$ cat src/sud_pkg.sv
// shared constants and functional notes of the socket command engine
//
// Functional notes
// - command register reads zero again once a send has been carried out.
// - address-resolution timeout abandons the send and sets timeout, not send-done.
// - hardware sets send-done on completion; host clears it by writing one.
// - interrupt output asserts only for events enabled in the mask.
// - opening in multicast mode sends an IGMP join on its own.
// - closing a multicast socket sends an IGMP leave on its own when IGMP v2 is selected.
// - open multicast socket sends membership reports periodically.
// - built-in group handling covers IGMP versions 1 and 2 only.
// - UDP mode with multicast bit then open gives the datagram-open state.
// - multicast sends go to the group latched at open.
// - IP-raw socket carries the IP protocol selected by its number.
// - ICMP echo and IGMP v1/v2 handled without an IP-raw socket.
// - IP-raw open refuses the TCP and UDP protocol numbers.
// - open IP-raw socket only exchanges packets of its own protocol.
// - IP-raw mode code then open gives the IP-raw state, else host retries.
package sud_pkg;
  // ----------------------------------------
  // register offsets
  // ----------------------------------------
  localparam logic [4:0] OFF_CONFIG = 5'h00;
  localparam logic [4:0] OFF_CMD = 5'h01;
  localparam logic [4:0] OFF_FLAGS = 5'h02;
  localparam logic [4:0] OFF_STATE = 5'h03;
  localparam logic [4:0] OFF_PROTO = 5'h04;
  localparam logic [4:0] OFF_GFLAGS = 5'h05;
  localparam logic [4:0] OFF_MASK = 5'h06;
  localparam logic [4:0] OFF_ADDR_FIRST = 5'h08;
  localparam logic [4:0] OFF_ADDR_LAST = 5'h15;
  localparam logic [4:0] OFF_TXWR_HI = 5'h16;
  localparam logic [4:0] OFF_TXWR_LO = 5'h17;
  localparam logic [4:0] OFF_TXRD_HI = 5'h18;
  localparam logic [4:0] OFF_TXRD_LO = 5'h19;
  localparam int ADDR_BYTES = 14;
  // byte positions inside the address block
  localparam int AB_MAC = 0;
  localparam int AB_IP = 6;
  localparam int AB_DPORT = 10;
  localparam int AB_SPORT = 12;

  // ----------------------------------------
  // fields and codes
  // ----------------------------------------
  localparam int CFG_MULTI_BIT = 7;
  localparam int CFG_IGMPV2_BIT = 5;
  localparam logic [3:0] MODE_UDP = 4'h2;
  localparam logic [3:0] MODE_IPRAW = 4'h3;
  localparam logic [7:0] CMD_NONE = 8'h00;
  localparam logic [7:0] CMD_OPEN = 8'h01;
  localparam logic [7:0] CMD_CLOSE = 8'h10;
  localparam logic [7:0] CMD_SEND = 8'h20;
  localparam logic [7:0] ST_CLOSED = 8'h00;
  localparam logic [7:0] ST_UDP = 8'h22;
  localparam logic [7:0] ST_IPRAW = 8'h32;
  localparam int FLAG_SEND_DONE_FLAG_BIT = 4;
  localparam int FLAG_TIMEOUT_BIT = 3;
  localparam logic [7:0] PROTO_ICMP = 8'h01;
  localparam logic [7:0] PROTO_IGMP = 8'h02;
  localparam logic [7:0] PROTO_TCP = 8'h06;
  localparam logic [7:0] PROTO_UDP = 8'h11;

  // ----------------------------------------
  // reset values
  // ----------------------------------------
  localparam logic [7:0] RST_BYTE = 8'h00;
  localparam logic [15:0] RST_PTR = 16'h0000;

  // ----------------------------------------
  // transmit kinds and timing
  // ----------------------------------------
  localparam logic [1:0] TXK_DATA = 2'h0;
  localparam logic [1:0] TXK_JOIN = 2'h1;
  localparam logic [1:0] TXK_LEAVE = 2'h2;
  localparam logic [1:0] TXK_REPORT = 2'h3;
  localparam int CLK_KHZ = 125000;
  localparam int REPORT_PERIOD_MS = 1000;
  localparam int REPORT_CYCLES = REPORT_PERIOD_MS * CLK_KHZ;

  typedef enum logic [2:0] {
    SUD_IDLE = 3'b000,
    SUD_SEND = 3'b001,
    SUD_JOIN = 3'b011,
    SUD_REPORT = 3'b010,
    SUD_LEAVE = 3'b110
  } sud_eng_e;
endpackage

$ cat src/sud_socket.sv
// socket command engine: registers, commands, send, IGMP and raw filter
`timescale 1ns/10ps
`default_nettype none
module sud_socket
  import sud_pkg::*;
#(
  parameter int unsigned REPORT_PERIOD = sud_pkg::REPORT_CYCLES
) (
  input wire logic clk,
  input wire logic rst,
  input wire logic [4:0] addr,
  input wire logic [7:0] wdata,
  input wire logic wr_en,
  input wire logic rd_en,
  output logic [7:0] rdata,
  output logic irq,
  output logic tx_req,
  output logic [1:0] tx_kind,
  output logic tx_igmp_v2,
  output logic tx_raw,
  output logic [7:0] tx_proto,
  output logic [47:0] tx_dst_mac,
  output logic [31:0] tx_dst_ip,
  output logic [15:0] tx_dst_port,
  output logic [15:0] tx_src_port,
  output logic [15:0] tx_ptr,
  output logic [15:0] tx_len,
  input wire logic tx_done,
  input wire logic tx_arp_timeout,
  input wire logic rx_valid,
  input wire logic [7:0] rx_proto,
  output logic rx_to_socket,
  output logic rx_to_builtin,
  output logic rx_drop
);
  import sud_pkg::*;

  // ----------------------------------------
  // host registers
  // ----------------------------------------
  logic [7:0] socket_config_reg;
  logic [7:0] socket_command_reg;
  logic [7:0] socket_event_flags;
  logic [7:0] socket_state_reg;
  logic [7:0] ip_protocol_number;
  logic global_event_flags;
  logic event_mask_reg;
  logic [7:0] addr_bytes [ADDR_BYTES];
  logic [15:0] tx_write_pointer;
  logic [15:0] tx_read_pointer;

  sud_eng_e eng;
  logic mcast_open;
  logic [47:0] grp_mac;
  logic [31:0] grp_ip;
  logic [15:0] grp_port;
  logic [15:0] send_end;
  logic report_tick;

  logic [47:0] reg_mac;
  logic [31:0] reg_ip;
  logic [15:0] reg_dport;
  logic [15:0] reg_sport;
  logic [3:0] protocol_select_field;
  logic multi_sel;
  logic igmp_v2_sel;
  logic sock_open;
  logic cmd_wr;
  logic ev_send_done_flag;
  logic ev_timeout;
  logic [7:0] flag_set;
  logic [7:0] flag_clr;

  assign protocol_select_field = socket_config_reg[3:0];
  assign multi_sel = socket_config_reg[CFG_MULTI_BIT];
  assign igmp_v2_sel = socket_config_reg[CFG_IGMPV2_BIT];
  assign sock_open = socket_state_reg != ST_CLOSED;
  assign cmd_wr = wr_en && (addr == OFF_CMD);
  assign reg_mac = {addr_bytes[AB_MAC], addr_bytes[AB_MAC+1],
                    addr_bytes[AB_MAC+2], addr_bytes[AB_MAC+3],
                    addr_bytes[AB_MAC+4], addr_bytes[AB_MAC+5]};
  assign reg_ip = {addr_bytes[AB_IP], addr_bytes[AB_IP+1],
                   addr_bytes[AB_IP+2], addr_bytes[AB_IP+3]};
  assign reg_dport = {addr_bytes[AB_DPORT], addr_bytes[AB_DPORT+1]};
  assign reg_sport = {addr_bytes[AB_SPORT], addr_bytes[AB_SPORT+1]};

  // ----------------------------------------
  // host-written configuration
  // ----------------------------------------
  always_ff @(posedge clk) begin
    if (rst) begin
      socket_config_reg <= RST_BYTE;
      ip_protocol_number <= RST_BYTE;
      event_mask_reg <= 1'b0;
      tx_write_pointer <= RST_PTR;
    end else if (wr_en) begin
      case (addr)
        OFF_CONFIG: socket_config_reg <= wdata;
        OFF_PROTO: ip_protocol_number <= wdata;
        OFF_MASK: event_mask_reg <= wdata[0];
        OFF_TXWR_HI: tx_write_pointer[15:8] <= wdata;
        OFF_TXWR_LO: tx_write_pointer[7:0] <= wdata;
        default: ;
      endcase
    end
  end

  genvar gi;
  generate
    for (gi = 0; gi < ADDR_BYTES; gi++) begin : g_addr
      always_ff @(posedge clk) begin
        if (rst) begin
          addr_bytes[gi] <= RST_BYTE;
        end else if (wr_en && addr == OFF_ADDR_FIRST + 5'(gi)) begin
          addr_bytes[gi] <= wdata;
        end
      end
    end
  endgenerate

  // ----------------------------------------
  // command engine
  // ----------------------------------------
  sud_report_timer #(
    .PERIOD(REPORT_PERIOD)
  ) u_timer (
    .clk(clk),
    .rst(rst),
    .run(mcast_open),
    .tick(report_tick)
  );

  assign ev_send_done_flag = (eng == SUD_SEND) && tx_done;
  assign ev_timeout = (eng == SUD_SEND) && tx_arp_timeout && !tx_done;

  always_ff @(posedge clk) begin
    if (rst) begin
      eng <= SUD_IDLE;
      socket_command_reg <= CMD_NONE;
      socket_state_reg <= ST_CLOSED;
      mcast_open <= 1'b0;
      grp_mac <= 48'h0;
      grp_ip <= 32'h0;
      grp_port <= 16'h0;
      send_end <= RST_PTR;
      tx_read_pointer <= RST_PTR;
      tx_req <= 1'b0;
      tx_kind <= TXK_DATA;
      tx_igmp_v2 <= 1'b0;
      tx_raw <= 1'b0;
      tx_proto <= RST_BYTE;
      tx_dst_mac <= 48'h0;
      tx_dst_ip <= 32'h0;
      tx_dst_port <= 16'h0;
      tx_src_port <= 16'h0;
      tx_ptr <= RST_PTR;
      tx_len <= RST_PTR;
    end else begin
      tx_req <= 1'b0;
      // latch in any engine state, so a write during a report is kept
      if (cmd_wr && socket_command_reg == CMD_NONE) begin
        socket_command_reg <= wdata;
      end
      case (eng)
        SUD_IDLE: begin
          if (report_tick && mcast_open) begin
            tx_req <= 1'b1;
            tx_kind <= TXK_REPORT;
            tx_dst_mac <= grp_mac;
            tx_dst_ip <= grp_ip;
            tx_igmp_v2 <= igmp_v2_sel;
            tx_proto <= PROTO_IGMP;
            tx_raw <= 1'b0;
            eng <= SUD_REPORT;
          end else begin
            case (socket_command_reg)
              CMD_NONE: ;
              CMD_OPEN: begin
                socket_command_reg <= CMD_NONE;
                if (sock_open) begin
                  socket_command_reg <= CMD_NONE;
                end else if (protocol_select_field == MODE_UDP) begin
                  socket_state_reg <= ST_UDP;
                  grp_mac <= reg_mac;
                  grp_ip <= reg_ip;
                  grp_port <= reg_dport;
                  if (multi_sel) begin
                    mcast_open <= 1'b1;
                    socket_command_reg <= CMD_OPEN;
                    tx_req <= 1'b1;
                    tx_kind <= TXK_JOIN;
                    tx_igmp_v2 <= igmp_v2_sel;
                    tx_dst_mac <= reg_mac;
                    tx_dst_ip <= reg_ip;
                    tx_proto <= PROTO_IGMP;
                    tx_raw <= 1'b0;
                    eng <= SUD_JOIN;
                  end
                end else if (protocol_select_field == MODE_IPRAW &&
                             ip_protocol_number != PROTO_TCP &&
                             ip_protocol_number != PROTO_UDP) begin
                  socket_state_reg <= ST_IPRAW;
                end
              end
              CMD_CLOSE: begin
                if (mcast_open && igmp_v2_sel) begin
                  tx_req <= 1'b1;
                  tx_kind <= TXK_LEAVE;
                  tx_igmp_v2 <= 1'b1;
                  tx_dst_mac <= grp_mac;
                  tx_dst_ip <= grp_ip;
                  tx_proto <= PROTO_IGMP;
                  tx_raw <= 1'b0;
                  eng <= SUD_LEAVE;
                end else begin
                  socket_state_reg <= ST_CLOSED;
                  mcast_open <= 1'b0;
                  socket_command_reg <= CMD_NONE;
                end
              end
              CMD_SEND: begin
                if (!sock_open) begin
                  socket_command_reg <= CMD_NONE;
                end else begin
                  tx_req <= 1'b1;
                  tx_kind <= TXK_DATA;
                  tx_ptr <= tx_read_pointer;
                  tx_len <= tx_write_pointer - tx_read_pointer;
                  send_end <= tx_write_pointer;
                  tx_src_port <= reg_sport;
                  tx_raw <= socket_state_reg == ST_IPRAW;
                  tx_proto <= (socket_state_reg == ST_IPRAW) ?
                              ip_protocol_number : PROTO_UDP;
                  tx_dst_mac <= mcast_open ? grp_mac : reg_mac;
                  tx_dst_ip <= mcast_open ? grp_ip : reg_ip;
                  tx_dst_port <= mcast_open ? grp_port : reg_dport;
                  eng <= SUD_SEND;
                end
              end
              default: socket_command_reg <= CMD_NONE;
            endcase
          end
        end
        SUD_SEND: begin
          if (tx_done || tx_arp_timeout) begin
            tx_read_pointer <= send_end;
            socket_command_reg <= CMD_NONE;
            eng <= SUD_IDLE;
          end
        end
        SUD_JOIN, SUD_REPORT: begin
          if (tx_done) begin
            if (eng == SUD_JOIN) begin
              socket_command_reg <= CMD_NONE;
            end
            eng <= SUD_IDLE;
          end
        end
        SUD_LEAVE: begin
          if (tx_done) begin
            socket_state_reg <= ST_CLOSED;
            mcast_open <= 1'b0;
            socket_command_reg <= CMD_NONE;
            eng <= SUD_IDLE;
          end
        end
        default: eng <= SUD_IDLE;
      endcase
    end
  end

  // ----------------------------------------
  // event flags and interrupt
  // ----------------------------------------
  always_comb begin
    flag_set = 8'h00;
    flag_set[FLAG_SEND_DONE_FLAG_BIT] = ev_send_done_flag;
    flag_set[FLAG_TIMEOUT_BIT] = ev_timeout;
    flag_clr = (wr_en && addr == OFF_FLAGS) ? wdata : 8'h00;
  end

  always_ff @(posedge clk) begin
    if (rst) begin
      socket_event_flags <= RST_BYTE;
      global_event_flags <= 1'b0;
      irq <= 1'b0;
    end else begin
      // set wins over a same-cycle clear
      socket_event_flags <= (socket_event_flags & ~flag_clr) | flag_set;
      if (|flag_set) begin
        global_event_flags <= 1'b1;
      end else if (wr_en && addr == OFF_GFLAGS && wdata[0]) begin
        global_event_flags <= 1'b0;
      end
      irq <= global_event_flags && event_mask_reg;
    end
  end

  // ----------------------------------------
  // read port
  // ----------------------------------------
  always_ff @(posedge clk) begin
    if (rst) begin
      rdata <= RST_BYTE;
    end else if (rd_en) begin
      rdata <= RST_BYTE;
      case (addr)
        OFF_CONFIG: rdata <= socket_config_reg;
        OFF_CMD: rdata <= socket_command_reg;
        OFF_FLAGS: rdata <= socket_event_flags;
        OFF_STATE: rdata <= socket_state_reg;
        OFF_PROTO: rdata <= ip_protocol_number;
        OFF_GFLAGS: rdata <= {7'h0, global_event_flags};
        OFF_MASK: rdata <= {7'h0, event_mask_reg};
        OFF_TXWR_HI: rdata <= tx_write_pointer[15:8];
        OFF_TXWR_LO: rdata <= tx_write_pointer[7:0];
        OFF_TXRD_HI: rdata <= tx_read_pointer[15:8];
        OFF_TXRD_LO: rdata <= tx_read_pointer[7:0];
        default: begin
          if (addr >= OFF_ADDR_FIRST && addr <= OFF_ADDR_LAST) begin
            rdata <= addr_bytes[4'(addr - OFF_ADDR_FIRST)];
          end
        end
      endcase
    end
  end

  // ----------------------------------------
  // receive steering
  // ----------------------------------------
  sud_rx_filter u_rx (
    .clk(clk),
    .rst(rst),
    .raw_open(socket_state_reg == ST_IPRAW),
    .raw_proto(ip_protocol_number),
    .rx_valid(rx_valid),
    .rx_proto(rx_proto),
    .rx_to_socket(rx_to_socket),
    .rx_to_builtin(rx_to_builtin),
    .rx_drop(rx_drop)
  );
endmodule // sud_socket
`default_nettype wire

$ cat src/sud_report_timer.sv
// periodic membership report tick
`timescale 1ns/10ps
`default_nettype none
module sud_report_timer #(
  parameter int unsigned PERIOD = 125000000
) (
  input wire logic clk,
  input wire logic rst,
  input wire logic run,
  output logic tick
);
  logic [31:0] count;

  always_ff @(posedge clk) begin
    if (rst || !run) begin
      count <= 32'h0;
      tick <= 1'b0;
    end else if (count == PERIOD - 1) begin
      count <= 32'h0;
      tick <= 1'b1;
    end else begin
      count <= count + 32'h1;
      tick <= 1'b0;
    end
  end
endmodule // sud_report_timer
`default_nettype wire

$ cat src/sud_rx_filter.sv
// steers received IP packets to the raw socket or the built-in handler
`timescale 1ns/10ps
`default_nettype none
module sud_rx_filter
  import sud_pkg::*;
(
  input wire logic clk,
  input wire logic rst,
  input wire logic raw_open,
  input wire logic [7:0] raw_proto,
  input wire logic rx_valid,
  input wire logic [7:0] rx_proto,
  output logic rx_to_socket,
  output logic rx_to_builtin,
  output logic rx_drop
);
  logic match;
  logic builtin;

  assign match = raw_open && (rx_proto == raw_proto);
  assign builtin = (rx_proto == PROTO_ICMP) || (rx_proto == PROTO_IGMP);

  always_ff @(posedge clk) begin
    if (rst) begin
      rx_to_socket <= 1'b0;
      rx_to_builtin <= 1'b0;
      rx_drop <= 1'b0;
    end else begin
      rx_to_socket <= rx_valid && match;
      rx_to_builtin <= rx_valid && !match && builtin;
      rx_drop <= rx_valid && !match && !builtin;
    end
  end
endmodule // sud_rx_filter
`default_nettype wire

$ cat config.mk
export PLATFORM = sky130hd
export DESIGN_NAME = sud_socket
export DESIGN_NICKNAME = d
export VERILOG_FILES = /design/src/sud_pkg.sv /design/src/sud_socket.sv /design/src/sud_report_timer.sv /design/src/sud_rx_filter.sv
export SDC_FILE = /design/constraint.sdc
export NUM_CORES = 1
export LEC_CHECK = 0
export ABC_AREA = 1
export BUFFER_PORTS_ARGS = -buffer_cell sky130_fd_sc_hd__buf_2
export CORE_AREA = 2 2 164 326
export CTS_CLUSTER_DIAMETER = 40
export DETAILED_ROUTE_END_ITERATION = 10
export DIE_AREA = 0 0 166 328
export PLACE_DENSITY = 0.59
export SYNTH_ARGS = -nofsm -noshare
export SYNTH_HDL_FRONTEND = slang
export SYNTH_SLANG_ARGS = --single-unit
export TNS_END_PERCENT = 100
$ cat constraint.sdc
create_clock -name clk -period 3.6 [get_ports clk]
set_input_delay 0 -clock clk [delete_from_list [all_inputs] [get_ports clk]]
set_output_delay 0 -clock clk [all_outputs]
set_load 0.05 [all_outputs]
======== Word-level counts from Yosys, hierarchy flattened ========
Memories as Yosys holds them, arrays and structs flattened. A register that Yosys moved wholly into a read port is not among the register bits.
Cells that the tools add are included.
operators by class
  mux-type cells .......................... 155
  reduce and logical (&&, ||, !) cells .... 66
  bitwise gates (word level) .............. 20
  order comparisons ....................... 2
  eq/ne operators ......................... 61
  $add $sub $neg .......................... 3
operators by type and width
  operator                                                           number
  48-bit 2-to-1 mux                                                  7
  8-bit 2-to-1 mux                                                   37
  32-bit 2-to-1 mux                                                  7
  48-bit one-hot mux with 3 select lines                             1
  32-bit one-hot mux with 3 select lines                             1
  8-bit one-hot mux with 11 select lines                             1
  1-bit 2-to-1 mux                                                   73
  8-bit one-hot mux with 4 select lines                              2
  5-bit == test, second input constant                               10
  5-bit by 4-bit == test with 1-bit output, second input constant    8
  1-bit logical AND                                                  33
  32-bit by 1-bit adder with 32-bit output, second input constant    1
  32-bit by 27-bit == test with 1-bit output, second input constant  1
  8-bit one-hot mux with 2 select lines                              2
  3-bit != test, second input constant                               9
  3-bit 2-to-1 mux                                                   8
  4-bit != test, second input constant                               6
  8-bit one-hot mux with 3 select lines                              1
  3-bit one-hot mux with 3 select lines                              2
  8-bit by 1-bit == test with 1-bit output, second input constant    2
  8-bit by 6-bit == test with 1-bit output, second input constant    2
  16-bit 2-to-1 mux                                                  1
  8-bit AND reduction                                                2
  16-bit subtractor                                                  1
  44 further kinds                                                   89
word-level totals
  word-level logic and storage cells ...... 341
  output and inout port bits .............. 169
  memories ................................ 1
  memory bits (writable) .................. 112
  bits of input ports ..................... 28
  bits in registers ....................... 376
memory list
  memory      words  bits a word  read ports  clocked after memory_dff  write ports  RTL line          RTL
  addr_bytes  14     8            15          2                         14           sud_socket.sv:48  logic [7:0] addr_bytes [ADDR_BYTES];

======== Depth between registers and ports, before layout ========
  depth after elaboration ................. 9
  gate-level depth with buffers ........... 13
  depth with buffers taken out ............ 13

======== Modules after synthesis ========
Synthesis repeated with hierarchy kept, for this count alone.
unflattened totals
  cells, all modules ...................... 2950
  area total of the unflattened synthesis .. 22156.2 um2
modules (own cells, without submodules)
  module            sequential area each (um2)  times used  area each (um2)  cells an instance
  sud_socket        10369.9                     1           19962.9          2602
  sud_report_timer  660.6                       1           1891.8           292
  sud_rx_filter     60.1                        1           301.5            56

======== Worst setup path before layout ========
No wires, ideal clock.
  path kind ............................... flip-flop to flip-flop
  start point ............................. reg tx_write_pointer[0]
  end point ............................... reg tx_len[14]
  path buffers ............................ 0
  setup slack ............................. 1.627 ns
  cell stages (with the launch flop) ...... 13
  data required time ...................... 3.482 ns
  arrival time ............................ 1.856 ns
  setup time .............................. 0.118 ns
  clock period less this slack ............ 1.973 ns
  cells stage by stage .................... dfxtp_1 inv_1 ha_1 fa_1 inv_1 nand3_1 nand2_1 a21boi_0 or2_2 nand3_1 nand2_1 nor2_1 nor2_1
on the way
  longest elaborated chain between the ends .. 1
ends and longest elaborated chain
  what                      RTL line           RTL
  start: declaration        sud_socket.sv:49   logic [15:0] tx_write_pointer;
  start signal: assignment  sud_socket.sv:102  OFF_TXWR_LO: tx_write_pointer[7:0] <= wdata;
  16-bit subtractor         sud_socket.sv:228  tx_len <= tx_write_pointer - tx_read_pointer;
  end signal: assignment    sud_socket.sv:228
  end: declaration          sud_socket.sv:27   output logic [15:0] tx_len,
Every way passes these cells.
A chain may end at the register's enable or synchronous reset.

======== Final worst setup path ========
  start point ............................. reg socket_command_reg[1]
  end point ............................... reg tx_dst_mac[0]
on the way
  longest elaborated chain between the ends .. 3
  elaborated cells on any way between the ends .. 12
  classes of those cells .................. eq/ne (8); mux (2); reduce/logical (2)
ends and longest elaborated chain
  what                                                                              RTL line           RTL
  start: declaration                                                                sud_socket.sv:42   logic [7:0] socket_command_reg;
  start signal: assignment                                                          sud_socket.sv:162  socket_command_reg <= wdata;
  8-bit by 5-bit == test with 1-bit output (tied with other cells)                  sud_socket.sv:176  case (socket_command_reg)
  3-bit != test (no source line) (tied with other cells)                            --
  7-bit AND reduction (no source line) / 48-bit 2-to-1 mux (equally long branches)  --
  end signal: assignment                                                            sud_socket.sv:169  tx_dst_mac <= grp_mac;
  end signal: assignment                                                            sud_socket.sv:193  tx_dst_mac <= reg_mac;
  end signal: assignment                                                            sud_socket.sv:210  tx_dst_mac <= grp_mac;
  end: declaration                                                                  sud_socket.sv:22   output logic [47:0] tx_dst_mac,
Parallel ways exist; a longest one is shown, timed or not.

==> results.json <==
{
  "hold_violations": 1,
  "slew_headroom": 0.1947,
  "core-area_um2": 51820,
  "gr-usage-met1": 0.2788,
  "grt_util_all_layers": 0.2750,
  "drt_iter0_markers": 1307,
  "dieArea_um2": 54450,
  "leakagePower_nw": 11.85,
  "grt_max_degree": 194,
  "drive_gt1_frac": 0.1211,
  "slew_violations": 0,
  "clockRootBuffer": "clkbuf_16",
  "synth.top_cell.area_share": 0.3340,
  "worst_ep_arrival_time_ps": 3080,
  "grt_util_met3": 0.02880,
  "holdWs_ps": -9.553,
  "num_vias": 20870,
  "fin_crit_sh": 0.7120,
  "ys_seq_area_frac": 0.4794,
  "rsz0062_at_grt": "no",
  "dp_hpwl_um": 55350,
  "clk_pin_slew_ps": 70,
  "initial_utilization": 0.4464,
  "fin_tns_setup_ps": 0,
  "areaGrowthSynthToFinish_pct": 14.49,
  "fin_crit_ps": 2563,
  "largest_reg_flops": 112,
  "violations": "hold timing",
  "ys_ff_latch": 498,
  "yosysUniqueCellTypes": 49,
  "dr.pass1.iters": 7,
  "drc": 0,
  "dieHeight_um": 328,
  "fin_area_um2": 26490,
  "ioPinCount": 197,
  "grt_pass1_wl_um": 116700,
  "ys_warn_count": 0,
  "maxCapViolCount": 0,
  "portBuffers": 196,
  "finalWirelength_um": 76330,
  "overflow": 0,
  "fin_nets": 3323,
  "largest_register": "addr_bytes",
  "cp-end-kind": "register",
  "worstSetupPathType": "reg -> reg",
  "cts.sinks": 498,
  "synth_top_area_cell": "dfxtp_1",
  "place.gp.congestion": 0.9449,
  "setup_viol_count_final": 0,
  "syn_area_um2": 23130,
  "cts_buffer_depth": 3,
  "gr-max-usage-layer": "met2",
  "cts_buffers": 50,
  "rows": 118,
  "cp_data_required_time_ps": 4120,
  "cts_tree": "done",
  "syn-instance-count": 3129,
  "dpl_cell_area_um2": 24610,
  "clkLatencyLatePin_ps": 600,
  "synth_area_leaders": "dfxtp_1 33%, edfxtp_1 15%, nor2_1 10%",
  "cts-htree-levels": 2,
  "met2_usage": 0.5283,
  "worst_pin_slew_ps": 1207,
  "diodes": 0,
  "ir_drop_uv": 349.8,
  "cellPowerDensity_nw_per_um2": 478.7,
  "largestRegisters": "addr_bytes: 112 flops, grp_mac: 48 flops, tx_dst_mac: 48 flops",
  "fp.dieW_um": 166,
  "status": "finished, violations left",
  "crit_path_max_fanout": 48,
  "antenna_found_initial": 0,
  "routed_via_density": 5.244,
  "hold_path.class": "in -> reg",
  "grt_pass1_vias": 20509,
  "wl_per_cell_um": 19.18,
  "fmax_mhz": 390.2,
  "crit_path_start_kind": "register",
  "ant_nets": 0,
  "worst_clock_skew_ps": 31.98,
  "syn_nets": 3174,
  "syn_avg_cell_area_um2": 7.394
}
## cell type report
type	instances	area [µm²]
clock buffer	68	1434
fill	5105	25340
timing repair buffer	260	1607
clock inverter	26	267.8
inverter	420	1585
multi-input combinational	2048	9677
tap	660	825.8
sequential	498	11090
## cells in the mapped netlist, drive strengths merged
cell / n
a211oi: 109
a21boi: 1
a21o: 3
a21oi: 143
a221oi: 1
a22oi: 2
a31o: 1
a31oi: 1
buf: 85
clkbuf: 78
clkinv: 2
dfxtp: 386
edfxtp: 112
fa: 1
ha: 16
inv: 418
nand2: 622
nand3: 106
nand3b: 6
nand4: 35
nor2: 641
nor3: 25
nor3b: 5
nor4: 9
nor4b: 1
o211a: 19
o211ai: 20
o21a: 6
o21ai: 232
o21bai: 2
o22ai: 16
or2: 5
xnor2: 9
xor2: 11
## path summary, 6_finish.rpt
kind,from,end,slack (ps),cells after the start
max,socket_command_reg[1],tx_dst_mac[0],1040,11
min,rst,mcast_open,-10,4
max reg2reg,socket_command_reg[1],tx_dst_mac[0],1040,11
min reg2reg,send_end[15],tx_read_pointer[15],450,2
## where the power goes
| group | switching (mW) | internal, mW | leakage, nW |
|---|---|---|---|
| registers | 0.118 | 5.84 | 4.18 |
| clock network | 2.38 | 3.12 | 0.834 |
| logic | 0.907 | 0.323 | 6.83 |
## what timing repair did
item                      CTS  global route
hold buffers               17             0
buffers inserted            0             0
hold endpoints to repair   24             0
resized for setup           0             0
## per-stage QoR
stage / setup slack [ps] / hold WS (ps) / instances / power (mW) / util
6_report: 1037 / -9.553 / 3980 / 12.68 / 0.5111
5_1_grt: 820.2 / 56.86 / 3980 / 13.06 / 0.5111
4_1_cts: 1036 / 21.23 / 3980 / 12.77 / 0.5111
3_5_place_dp: 1047 / 299.3 / 3869 / 7.285 / 0.4750
3_3_place_gp: 1143 / 276.5 / 3869 / 7.277 / 0.4750
2_1_floorplan: 1627 / 147.4 / 3129 / 6.828 / -
## cells in the final DEF (no fill, tap or decap), types with 105 or more instances in the layout
cell	n
o21ai_0	202
dfxtp_1	386
nor2_1	626
a21oi_1	143
nand3_1	105
nand2_1	597
edfxtp_1	112
a211oi_1	109
inv_1	405
buf_2	195
## per-layer routing
metal | vias up | wire (µm)
met1 | 9688 | 26750
met3 | 231 | 3169
met2 | 629 | 40790
met5 | - | 0
li1 | 10322 | -
met4 | 0 | 5626
## kinds of logic after synthesis
| group | count (synthesis) | synth area share |
|---|---|---|
| compound gates | 556 | 0.1445 |
| xor+xnor | 20 | 0.007572 |
| fa+ha+maj | 17 | 0.009519 |
| buf+inv | 583 | 0.1027 |
| flops | 498 | 0.4794 |
| simple gates | 1455 | 0.2563 |
## worst max-delay path, cell delays in order, from the launching register on
cell and delay, ps:
dfxtp_1 330, nor2_1 140, nand2_2 130, nor2_4 200
inv_4 90, o21ai_4 700, buf_12 300, buf_12 240
nand2_2 70, o21ai_2 50, nor2_1 50, nor2_1 120
No activity file was read; power rests on OpenSTA's default activity.
